--- src/common/warn_check_regs.vh ---
`ifndef WARN_CHECK_REGS_VH
`define WARN_CHECK_REGS_VH

// Register byte offsets
`define OFS_XFER_REQ 8'h00
`define OFS_FLASH_REQ 8'h04
`define OFS_OVERWRITE 8'h08
`define OFS_TORQUE 8'h0C
`define OFS_JOG_SPEED 8'h10
`define OFS_JOG_LIMIT 8'h14
`define OFS_MPG_MAG 8'h18
`define OFS_MPG_SEL 8'h1C
`define OFS_POS_SPEED 8'h20
`define OFS_SPEED_LIMIT 8'h24
`define OFS_START 8'h28
`define OFS_IRQ_STATUS 8'h2C
`define OFS_IRQ_MASK 8'h30
`define OFS_CTRL_STATUS 8'h34
`define OFS_WARN_BASE 8'h40

// Transfer request fields
`define XFER_AXIS_LSB 0
`define XFER_AXIS_MSB 2
`define XFER_DIR_BIT 3
`define XFER_DNO_LSB 4
`define XFER_DNO_MSB 13
`define XFER_PAT_LSB 14
`define XFER_PAT_MSB 15
`define XFER_CNT_LSB 16
`define XFER_CNT_MSB 23
`define XFER_REF_LSB 24
`define XFER_REF_MSB 25

// Value commands: value in low bits, axis in 25:24
`define CMD_AXIS_LSB 24
`define CMD_AXIS_MSB 25
`define START_MPG_BIT 2

// Valid ranges
`define AXIS_FIRST 3'h1
`define AXIS_LAST 3'h4
`define DNO_FIRST 10'h001
`define DNO_LAST 10'h258
`define PAT_LAST 2'h2
`define CNT_FIRST 8'h01
`define CNT_LAST 8'h0A
`define OVR_ZERO_USE 9'h064
`define OVR_MAX 9'h12C
`define TORQUE_MAX 9'h1F4
`define MAG_MAX 8'h64
`define MAG_ZERO_USE 8'h01

// Reset values
`define JOG_LIMIT_RST 24'h00C350
`define SPEED_LIMIT_RST 24'h030D40
`define MPG_SEL_RST 8'h00

// Warning codes (decimal value in binary)
`define W_NONE 12'h000
`define W_START_BUSY 12'h064
`define W_AXIS_BAD 12'h069
`define W_DNO_BAD 12'h06A
`define W_PAT_BAD 12'h06B
`define W_FLASH_FAIL 12'h06C
`define W_WRITE_BUSY 12'h06D
`define W_FLASH_READY 12'h06F
`define W_OVR_BAD 12'h070
`define W_TORQUE_BAD 12'h071
`define W_COUNT_BAD 12'h073
`define W_JOG_DECEL 12'h12C
`define W_JOG_LIMIT 12'h12D
`define W_MAG_BAD 12'h191
`define W_MPG_SEL0 12'h192
`define W_POS_DECEL 12'h1F4
`define W_POS_LIMIT 12'h1F5

// Command kinds on the command strobe
`define K_XFER 4'h1
`define K_FLASH 4'h2
`define K_OVERWRITE 4'h3
`define K_TORQUE 4'h4
`define K_JOG_SPEED 4'h5
`define K_MPG_MAG 4'h6
`define K_POS_SPEED 4'h7
`define K_START 4'h8
`define K_MPG_START 4'h9

`endif

--- src/hw/warn_slot.v ---
`timescale 1ns/1ps
`default_nettype none

module warn_slot (
    // Clock and reset
    input wire clk,
    input wire rst,
    // New warning
    input wire set,
    input wire [11:0] code,
    // Held code
    output reg [11:0] code_reg
);

always @(posedge clk or posedge rst) begin
    if (rst) begin
        code_reg <= 12'h000;
    end else if (set) begin
        code_reg <= code; // [RULE15]
    end
end

endmodule

`default_nettype wire

--- src/hw/warn_check.v ---
// Contract
// [RULE1] A transfer request naming an invalid target axis raises 105 on the reference axis.
// [RULE2] A transfer with a bad data number raises 106, a bad write pattern 107, on the target axis.
// [RULE3] Flash failure raises 108 on axis 1; a flash request while host ready is on raises 111 on axis 1. A bus warning on axis 1 in that cycle wins.
// [RULE4] A write request to a busy axis raises 109; the host asks only while the axis is idle.
// [RULE5] Overwrite value 0 becomes 100, 301 or more becomes 300, each raising 112.
// [RULE6] An out-of-range torque change during operation is dropped and raises 113.
// [RULE7] A transfer with an invalid data count raises 115 on the affected axis.
// [RULE8] A jog speed change during jog-stop deceleration is ignored and raises 300.
// [RULE9] A jog speed over the jog limit runs at the limit, sets the limit flag, raises 301.
// [RULE10] Manual pulse magnification 101 or more clamps to 100, 0 clamps to 1, raising 401.
// [RULE11] A manual pulse start with selection 0 does not start and raises 402.
// [RULE12] A speed change during a deceleration stop is ignored and raises 500.
// [RULE13] A positioning speed change over the speed limit is clamped and raises 501.
// [RULE14] A start on an axis already operating keeps running and raises 100.
// [RULE15] Each axis holds its latest warning code, zero meaning normal, until replaced or reset.
//
// Added by the designer: the placing of the registers and the Avalon-MM interface to the registers.
`timescale 1ns/1ps
`default_nettype none
`include "warn_check_regs.vh"

module warn_check (
    // Clock and reset
    input wire CORE_CLK,
    input wire SYS_RST,
    // Avalon-MM slave
    input wire [7:0] AVS_ADDRESS,
    input wire AVS_READ,
    input wire AVS_WRITE,
    input wire [31:0] AVS_WRITEDATA,
    output reg [31:0] AVS_READDATA,
    output wire AVS_WAITREQUEST,
    output wire IRQ,
    // Host handshake pins
    input wire HOST_CPU_READY,
    output reg CONTROLLER_READY_OUTPUT,
    // Axis state from motion logic
    input wire [3:0] AXIS_BUSY,
    input wire [3:0] AXIS_OPERATING,
    input wire [3:0] AXIS_JOG_DECEL,
    input wire [3:0] AXIS_STOP_DECEL,
    input wire FLASH_FAIL,
    // Accepted command strobe
    output reg CMD_VALID,
    output reg [3:0] CMD_KIND,
    output reg [1:0] CMD_AXIS,
    output reg [23:0] CMD_VALUE,
    output reg [3:0] SPEED_LIMIT_FLAG
);

////////////////////////////////////////////////////////////////////////////////

function in_range;
    input [23:0] v;
    input [23:0] lo;
    input [23:0] hi;
    begin
        in_range = (v >= lo) && (v <= hi);
    end
endfunction

reg ready_meta_reg;
reg ready_sync_reg;
reg ack_reg;
reg [23:0] jog_limit_reg;
reg [23:0] speed_limit_reg;
reg [7:0] mpg_sel_reg;
reg [3:0] irq_status_reg;
reg [3:0] irq_mask_reg;
wire [11:0] warn_code [0:3];

wire bus_req = AVS_READ | AVS_WRITE;
wire wr_do = AVS_WRITE & ack_reg;
wire [31:0] wd = AVS_WRITEDATA;
wire [1:0] cmd_axis = wd[`CMD_AXIS_MSB:`CMD_AXIS_LSB];

// One wait state: a request is answered at the second edge it is seen
assign AVS_WAITREQUEST = bus_req & ~ack_reg;
assign IRQ = |(irq_status_reg & irq_mask_reg);

////////////////////////////////////////////////////////////////////////////////

// Host ready is a pin from another domain
always @(posedge CORE_CLK or posedge SYS_RST) begin
    if (SYS_RST) begin
        ready_meta_reg <= 1'b0;
        ready_sync_reg <= 1'b0;
        CONTROLLER_READY_OUTPUT <= 1'b0;
    end else begin
        ready_meta_reg <= HOST_CPU_READY;
        ready_sync_reg <= ready_meta_reg;
        CONTROLLER_READY_OUTPUT <= ready_sync_reg;
    end
end

////////////////////////////////////////////////////////////////////////////////

reg ev_set;
reg [1:0] ev_axis;
reg [11:0] ev_code;
reg cmd_next;
reg [3:0] kind_next;
reg [1:0] axis_next;
reg [23:0] value_next;
reg flag_set;
reg flag_clr;

reg [2:0] x_axis;
reg [1:0] x_ax;
reg [9:0] x_dno;
reg [1:0] x_pat;
reg [7:0] x_cnt;
reg [1:0] x_ref;

always @* begin
    ev_set = 1'b0;
    ev_axis = 2'h0;
    ev_code = `W_NONE;
    cmd_next = 1'b0;
    kind_next = 4'h0;
    axis_next = cmd_axis;
    value_next = 24'h000000;
    flag_set = 1'b0;
    flag_clr = 1'b0;
    x_axis = wd[`XFER_AXIS_MSB:`XFER_AXIS_LSB];
    x_ax = x_axis[1:0] - 2'h1;
    x_dno = wd[`XFER_DNO_MSB:`XFER_DNO_LSB];
    x_pat = wd[`XFER_PAT_MSB:`XFER_PAT_LSB];
    x_cnt = wd[`XFER_CNT_MSB:`XFER_CNT_LSB];
    x_ref = wd[`XFER_REF_MSB:`XFER_REF_LSB];
    if (wr_do) begin
        case (AVS_ADDRESS)
            `OFS_XFER_REQ: begin
                ev_set = 1'b1;
                ev_axis = x_ax;
                if (!in_range({21'h0, x_axis}, {21'h0, `AXIS_FIRST}, {21'h0, `AXIS_LAST})) begin
                    ev_axis = x_ref;
                    ev_code = `W_AXIS_BAD; // [RULE1]
                end else if (!in_range({14'h0, x_dno}, {14'h0, `DNO_FIRST}, {14'h0, `DNO_LAST})) begin
                    ev_code = `W_DNO_BAD; // [RULE2]
                end else if (x_pat > `PAT_LAST) begin
                    ev_code = `W_PAT_BAD; // [RULE2]
                end else if (wd[`XFER_DIR_BIT] && AXIS_BUSY[x_ax]) begin
                    ev_code = `W_WRITE_BUSY; // [RULE4]
                end else if (!in_range({16'h0, x_cnt}, {16'h0, `CNT_FIRST}, {16'h0, `CNT_LAST})) begin
                    ev_code = `W_COUNT_BAD; // [RULE7]
                end else begin
                    ev_set = 1'b0;
                    cmd_next = 1'b1;
                    kind_next = `K_XFER;
                    axis_next = x_ax;
                    value_next = wd[23:0];
                end
            end
            `OFS_FLASH_REQ: begin
                if (ready_sync_reg) begin
                    ev_set = 1'b1;
                    ev_code = `W_FLASH_READY; // [RULE3]
                end else begin
                    cmd_next = 1'b1;
                    kind_next = `K_FLASH;
                    axis_next = 2'h0;
                end
            end
            `OFS_OVERWRITE: begin
                cmd_next = 1'b1;
                kind_next = `K_OVERWRITE;
                value_next = {15'h0, wd[8:0]};
                if (wd[8:0] == 9'h000) begin
                    ev_set = 1'b1;
                    ev_axis = cmd_axis;
                    ev_code = `W_OVR_BAD; // [RULE5]
                    value_next = {15'h0, `OVR_ZERO_USE};
                end else if (wd[8:0] > `OVR_MAX) begin
                    ev_set = 1'b1;
                    ev_axis = cmd_axis;
                    ev_code = `W_OVR_BAD; // [RULE5]
                    value_next = {15'h0, `OVR_MAX};
                end
            end
            `OFS_TORQUE: begin
                if (wd[8:0] == 9'h000 || wd[8:0] > `TORQUE_MAX) begin
                    // Dropped either way; only flagged while the axis runs
                    ev_set = AXIS_OPERATING[cmd_axis];
                    ev_axis = cmd_axis;
                    ev_code = `W_TORQUE_BAD; // [RULE6]
                end else begin
                    cmd_next = 1'b1;
                    kind_next = `K_TORQUE;
                    value_next = {15'h0, wd[8:0]};
                end
            end
            `OFS_JOG_SPEED: begin
                ev_axis = cmd_axis;
                if (AXIS_JOG_DECEL[cmd_axis]) begin
                    ev_set = 1'b1;
                    ev_code = `W_JOG_DECEL; // [RULE8]
                end else begin
                    cmd_next = 1'b1;
                    kind_next = `K_JOG_SPEED;
                    value_next = wd[23:0];
                    flag_clr = 1'b1;
                    if (wd[23:0] > jog_limit_reg) begin
                        value_next = jog_limit_reg; // [RULE9]
                        flag_set = 1'b1;
                        ev_set = 1'b1;
                        ev_code = `W_JOG_LIMIT; // [RULE9]
                    end
                end
            end
            `OFS_MPG_MAG: begin
                cmd_next = 1'b1;
                kind_next = `K_MPG_MAG;
                value_next = {16'h0, wd[7:0]};
                ev_axis = cmd_axis;
                if (wd[7:0] > `MAG_MAX) begin
                    value_next = {16'h0, `MAG_MAX};
                    ev_set = 1'b1;
                    ev_code = `W_MAG_BAD; // [RULE10]
                end else if (wd[7:0] == 8'h00) begin
                    value_next = {16'h0, `MAG_ZERO_USE};
                    ev_set = 1'b1;
                    ev_code = `W_MAG_BAD; // [RULE10]
                end
            end
            `OFS_POS_SPEED: begin
                ev_axis = cmd_axis;
                if (AXIS_STOP_DECEL[cmd_axis]) begin
                    ev_set = 1'b1;
                    ev_code = `W_POS_DECEL; // [RULE12]
                end else begin
                    cmd_next = 1'b1;
                    kind_next = `K_POS_SPEED;
                    value_next = wd[23:0];
                    if (wd[23:0] > speed_limit_reg) begin
                        value_next = speed_limit_reg; // [RULE13]
                        ev_set = 1'b1;
                        ev_code = `W_POS_LIMIT; // [RULE13]
                    end
                end
            end
            `OFS_START: begin
                ev_axis = wd[1:0];
                axis_next = wd[1:0];
                if (AXIS_OPERATING[wd[1:0]]) begin
                    ev_set = 1'b1;
                    ev_code = `W_START_BUSY; // [RULE14]
                end else if (wd[`START_MPG_BIT] && mpg_sel_reg[{wd[1:0], 1'b0} +: 2] == 2'h0) begin
                    ev_set = 1'b1;
                    ev_code = `W_MPG_SEL0; // [RULE11]
                end else begin
                    cmd_next = 1'b1;
                    kind_next = wd[`START_MPG_BIT] ? `K_MPG_START : `K_START;
                    value_next = {22'h0, mpg_sel_reg[{wd[1:0], 1'b0} +: 2]};
                end
            end
            default: begin
                ev_set = 1'b0;
            end
        endcase
    end
end

////////////////////////////////////////////////////////////////////////////////

// Flash failure can land with a bus event; the bus event keeps the slot
wire flash_ev = FLASH_FAIL;
wire [3:0] slot_set;
wire [11:0] slot_code [0:3];

genvar g;
generate
    for (g = 0; g < 4; g = g + 1) begin : slots
        wire bus_hit = ev_set && (ev_axis == g);
        assign slot_set[g] = bus_hit | ((g == 0) & flash_ev);
        assign slot_code[g] = bus_hit ? ev_code : `W_FLASH_FAIL; // [RULE3]
        warn_slot u_slot (
            .clk(CORE_CLK),
            .rst(SYS_RST),
            .set(slot_set[g]),
            .code(slot_code[g]),
            .code_reg(warn_code[g])
        );
    end
endgenerate

////////////////////////////////////////////////////////////////////////////////

always @(posedge CORE_CLK or posedge SYS_RST) begin
    if (SYS_RST) begin
        ack_reg <= 1'b0;
        AVS_READDATA <= 32'h00000000;
        jog_limit_reg <= `JOG_LIMIT_RST;
        speed_limit_reg <= `SPEED_LIMIT_RST;
        mpg_sel_reg <= `MPG_SEL_RST;
        irq_mask_reg <= 4'h0;
        irq_status_reg <= 4'h0;
        CMD_VALID <= 1'b0;
        CMD_KIND <= 4'h0;
        CMD_AXIS <= 2'h0;
        CMD_VALUE <= 24'h000000;
        SPEED_LIMIT_FLAG <= 4'h0;
    end else begin
        ack_reg <= bus_req & ~ack_reg;
        if (AVS_READ && !ack_reg) begin
            case (AVS_ADDRESS)
                `OFS_JOG_LIMIT: AVS_READDATA <= {8'h00, jog_limit_reg};
                `OFS_SPEED_LIMIT: AVS_READDATA <= {8'h00, speed_limit_reg};
                `OFS_MPG_SEL: AVS_READDATA <= {24'h000000, mpg_sel_reg};
                `OFS_IRQ_STATUS: AVS_READDATA <= {28'h0000000, irq_status_reg};
                `OFS_IRQ_MASK: AVS_READDATA <= {28'h0000000, irq_mask_reg};
                `OFS_CTRL_STATUS: AVS_READDATA <= {23'h000000, SPEED_LIMIT_FLAG,
                                                   AXIS_BUSY, ready_sync_reg};
                `OFS_WARN_BASE: AVS_READDATA <= {20'h00000, warn_code[0]}; // [RULE15]
                `OFS_WARN_BASE + 8'h04: AVS_READDATA <= {20'h00000, warn_code[1]};
                `OFS_WARN_BASE + 8'h08: AVS_READDATA <= {20'h00000, warn_code[2]};
                `OFS_WARN_BASE + 8'h0C: AVS_READDATA <= {20'h00000, warn_code[3]};
                default: AVS_READDATA <= 32'h00000000;
            endcase
        end
        if (wr_do) begin
            case (AVS_ADDRESS)
                `OFS_JOG_LIMIT: jog_limit_reg <= wd[23:0];
                `OFS_SPEED_LIMIT: speed_limit_reg <= wd[23:0];
                `OFS_MPG_SEL: mpg_sel_reg <= wd[7:0];
                `OFS_IRQ_MASK: irq_mask_reg <= wd[3:0];
                default: irq_mask_reg <= irq_mask_reg;
            endcase
        end
        // New warnings win over a write-one-to-clear in the same cycle
        irq_status_reg <= (irq_status_reg &
                           ~((wr_do && AVS_ADDRESS == `OFS_IRQ_STATUS) ? wd[3:0] : 4'h0))
                          | slot_set;
        CMD_VALID <= cmd_next;
        if (cmd_next) begin
            CMD_KIND <= kind_next;
            CMD_AXIS <= axis_next;
            CMD_VALUE <= value_next;
        end
        if (flag_set) begin
            SPEED_LIMIT_FLAG[cmd_axis] <= 1'b1; // [RULE9]
        end else if (flag_clr) begin
            SPEED_LIMIT_FLAG[cmd_axis] <= 1'b0;
        end
    end
end

endmodule

`default_nettype wire

--- config.mk ---
export PLATFORM = sky130hd
export DESIGN_NAME = warn_check
export DESIGN_NICKNAME = d
export VERILOG_FILES = /design/src/hw/warn_slot.v /design/src/hw/warn_check.v
export VERILOG_INCLUDE_DIRS = /design/src /design/src/common
export SDC_FILE = /design/constraint.sdc
export NUM_CORES = 1
export LEC_CHECK = 0
export CAP_MARGIN = 20
export CELL_PAD_IN_SITES_DETAIL_PLACEMENT = 1
export CELL_PAD_IN_SITES_GLOBAL_PLACEMENT = 2
export CORE_ASPECT_RATIO = 0.6
export CORE_UTILIZATION = 30
export DETAILED_ROUTE_END_ITERATION = 16
export DONT_BUFFER_PORTS = 1
export GPL_TIMING_DRIVEN = 0
export PLACE_DENSITY = 0.73
export SKIP_CTS_REPAIR_TIMING = 1
export SYNTH_ARGS = -nofsm -noshare
export SYNTH_HDL_FRONTEND = slang
export SYNTH_SLANG_ARGS = --single-unit
--- constraint.sdc ---
create_clock -name CORE_CLK -period 9.8 [get_ports CORE_CLK]
set_input_delay 0 -clock CORE_CLK [delete_from_list [all_inputs] [get_ports CORE_CLK]]
set_output_delay 0 -clock CORE_CLK [all_outputs]
set_load 0.1 [all_outputs]
==> metrics.yaml <==
clk_latency_ns: 0.47
numCtsBuffers: 17
vias: 8883
coreArea_sq_mm: 0.03172
drive_above_1_share: 0.1578
ir_drop_mv: 0.1240
setup_tns_ns: 0
end_kind: "register"
stdcell_area_sq_mm: 0.01135
cp_top_family: "simple AND/OR/NAND/NOR gates"
die-area_sq_mm: 0.03362
cp_max_fo: 10
placementRows: 50
grt_max_degree: 89
antenna_found_initial: 1
criticalPathCategory: "register to register"
post_synth_num_cell_types: 82
worst-path-buf-inv: 2
hold_viol: 0
gp_congestion: 0.9679
clk_pin_slew_ns: 0.07
overflow: 0
drt-pass1-iter-count: 5
seq_area_frac_synth: 0.4152
multiInputGateArea_sq_mm: 0.005238
die_h_um: 142.4
grt_usage: 0.2561
fillerInstances: 3613
fmax_mhz: 220.4
synth_top_area_share: 0.3832
synth.largest_area_cell: "dfrtp_1"
rsz0062_at_grt: "false"
port_buffers: 0
setup_viol: 0
cts_tree: "done"
wirelength_mm: 42.72
startpoint_type: "register"
worst_ep_required_time_ns: 10.10
ys_seq_elements: 163
synth_edf_count: 0
skew_ns: 0.01201
slew_viol_final: 0
status: "completed"
cap_violations: 0
arrival_ns: 4.84
worst_slew_pin_slew_ns: 1.135
yosysMostFrequentCell: "dfrtp_1"
final_nets: 1196
crit_path_max_incr_delay_ns: 0.74
viasPerCell: 5.871
layout_setup_ws_ns: 5.263
synth_area_leaders: "dfrtp_1 (38%), ha_1 (6.3%), mux2_2 (5.8%), nand2_1 (4.6%), o21ai_0 (4.2%)"
cts_root_buf: "clkbuf_16"
clk_path_buf_depth: 2
synth.avg_cell_area_sq_um: 9.592
grt_first_pass_wirelength_mm: 61.49
place_inst: 1456
crit_chain: "inv_1 > ha_1 > nand4_1 > nor4_1 > o311ai_0 > clkdlybuf4s18_2 > and3_1 > o21a_1 > or3_1 > a221oi_1 > o21ai_0"
max-slew-margin-rel: 0.2363
async_reset_ff_frac: 1.000
synth_cells: 1028
yosys-top-cells-count: "dfrtp_1 (151), nand2_1 (122), o21ai_0 (82)"
area_delta_synth_final_pct: 15.10
largest_register_ffs: 36
crit_slowest_cell: "a221oi_1"
die-width_um: 236.1
dr.first_iter.drc_count: 1037
grt_pass1_vias: 8720
wl_per_cell_um: 28.24
place_ws_ns: 5.542
drc: 0
synth_area_sq_mm: 0.009861
cts_sinks: 163
regArea_sq_mm: 0.004094
yosys_warnings: 0
period_needed_ns: 4.537
dpl_cell_area_sq_mm: 0.01049
period_share: 0.4630
power.density_mw_per_mm2: 138.2
start_util: 0.3109
p_leak_nw: 4.973
pin_count: 132
synth_ff_type: "dfrtp_1"
cts_max_level: 4
fin_cells: 1513
fin_util: 0.3578
hold_path.class: "primary input to register"
drtAntennaViolNets: 0
place_hpwl_mm: 32.90
layout make-up:
class,count,area share
diodes,1,0.0002205
repair buffers,30,0.02943
multi-input cells,745,0.4615
well taps,416,0.04586
inverters,65,0.02216
plain buffers,62,0.02767
clock inverters,10,0.01102
flip-flops and latches,163,0.3607
clock buffers,21,0.04145
metal layers:
metal	global-route usage	vias to the layer above	wire length [um]	part of all wire
met5	0	-	0	0
met3	0.1111	23	5263	0.12
met4	0.05538	0	379	0.0089
met1	0.3943	4547	21840	0.51
met2	0.3135	415	15240	0.36
li1	-	3898	-	-
worst reg2reg max path, stage by stage, from the launching register on:
cell and delay (ns):
dfrtp_1 0.39, inv_1 0.09, ha_1 0.31, nand4_1 0.28, nor4_1 0.71, o311ai_0 0.32, clkdlybuf4s18_2 0.33, and3_1 0.26
o21a_1 0.37, or3_1 0.38, a221oi_1 0.74, o21ai_0 0.19
final timing paths:
kind                                        start          endpoint  slack, ns  cells after the start
worst min register to register     ready_meta_reg    ready_sync_reg       0.36                      0
worst min-delay path             AVS_WRITEDATA[8]      CMD_VALUE[8]       0.01                      3
worst max-delay path            jog_limit_reg[23]      CMD_VALUE[8]       5.26                     11
max in group asynchronous                 SYS_RST   AVS_READDATA[5]       8.83                      3
min in group asynchronous                 SYS_RST  AVS_READDATA[13]       0.10                      2
worst max register to register  jog_limit_reg[23]      CMD_VALUE[8]       5.26                     11
through the flow:
step / hold WS [ns] / total power [mW]
3_3_place_gp: 0.03148 / 0.8515
4_1_cts: -0.5362 / 1.567
3_5_place_dp: -0.03497 / 0.8595
6_report: 0.01070 / 1.569
5_1_grt: 0.01744 / 1.617
2_1_floorplan: 0.03143 / 0.8083
logic make-up after synthesis:
kind of cell,count (synthesis),share of synthesized area
adder cells (fa/ha/maj),50,0.06344
flip-flops,163,0.4152
other,1,0.0003803
AO/OA/AOI/OAI,279,0.1964
AND/OR/NAND/NOR,328,0.1676
buffers and inverters,127,0.05659
multiplexers,80,0.1004
power by group:
part / leakage (nW) / internal, mW / total, mW / switching, mW
combinational: 2.60 / 0.0517 / 0.164 / 0.112
clock: 0.278 / 0.396 / 0.706 / 0.311
sequential: 2.09 / 0.684 / 0.699 / 0.0150
total: 4.97 / 1.13 / 1.57 / 0.438
placed cells by master (no fill, tap or decap), drive strengths merged, types with 6 or more instances in the layout:
cell type,netlist,layout
nand2b,7,7
o31ai,6,6
mux2i,16,16
nor2,77,77
ha,50,50
and2,6,6
mux4,8,8
dfrtp,151,151
dlygate4sd3,0,22
a211oi,6,6
a221oi,15,15
a222oi,9,9
nand4,17,17
inv,65,66
nor4,21,21
a21oi,42,42
o21ai,84,84
mux2,56,56
dfstp,12,12
a221o,16,16
or2,7,7
or3,6,6
nand2,124,124
a22oi,41,41
a31oi,6,6
a21o,13,13
clkbuf,33,55
buf,29,34
nor3,14,14
conb,1,8
a22o,7,7
nand3,15,15
No activity file was read; power rests on OpenSTA's default activity.
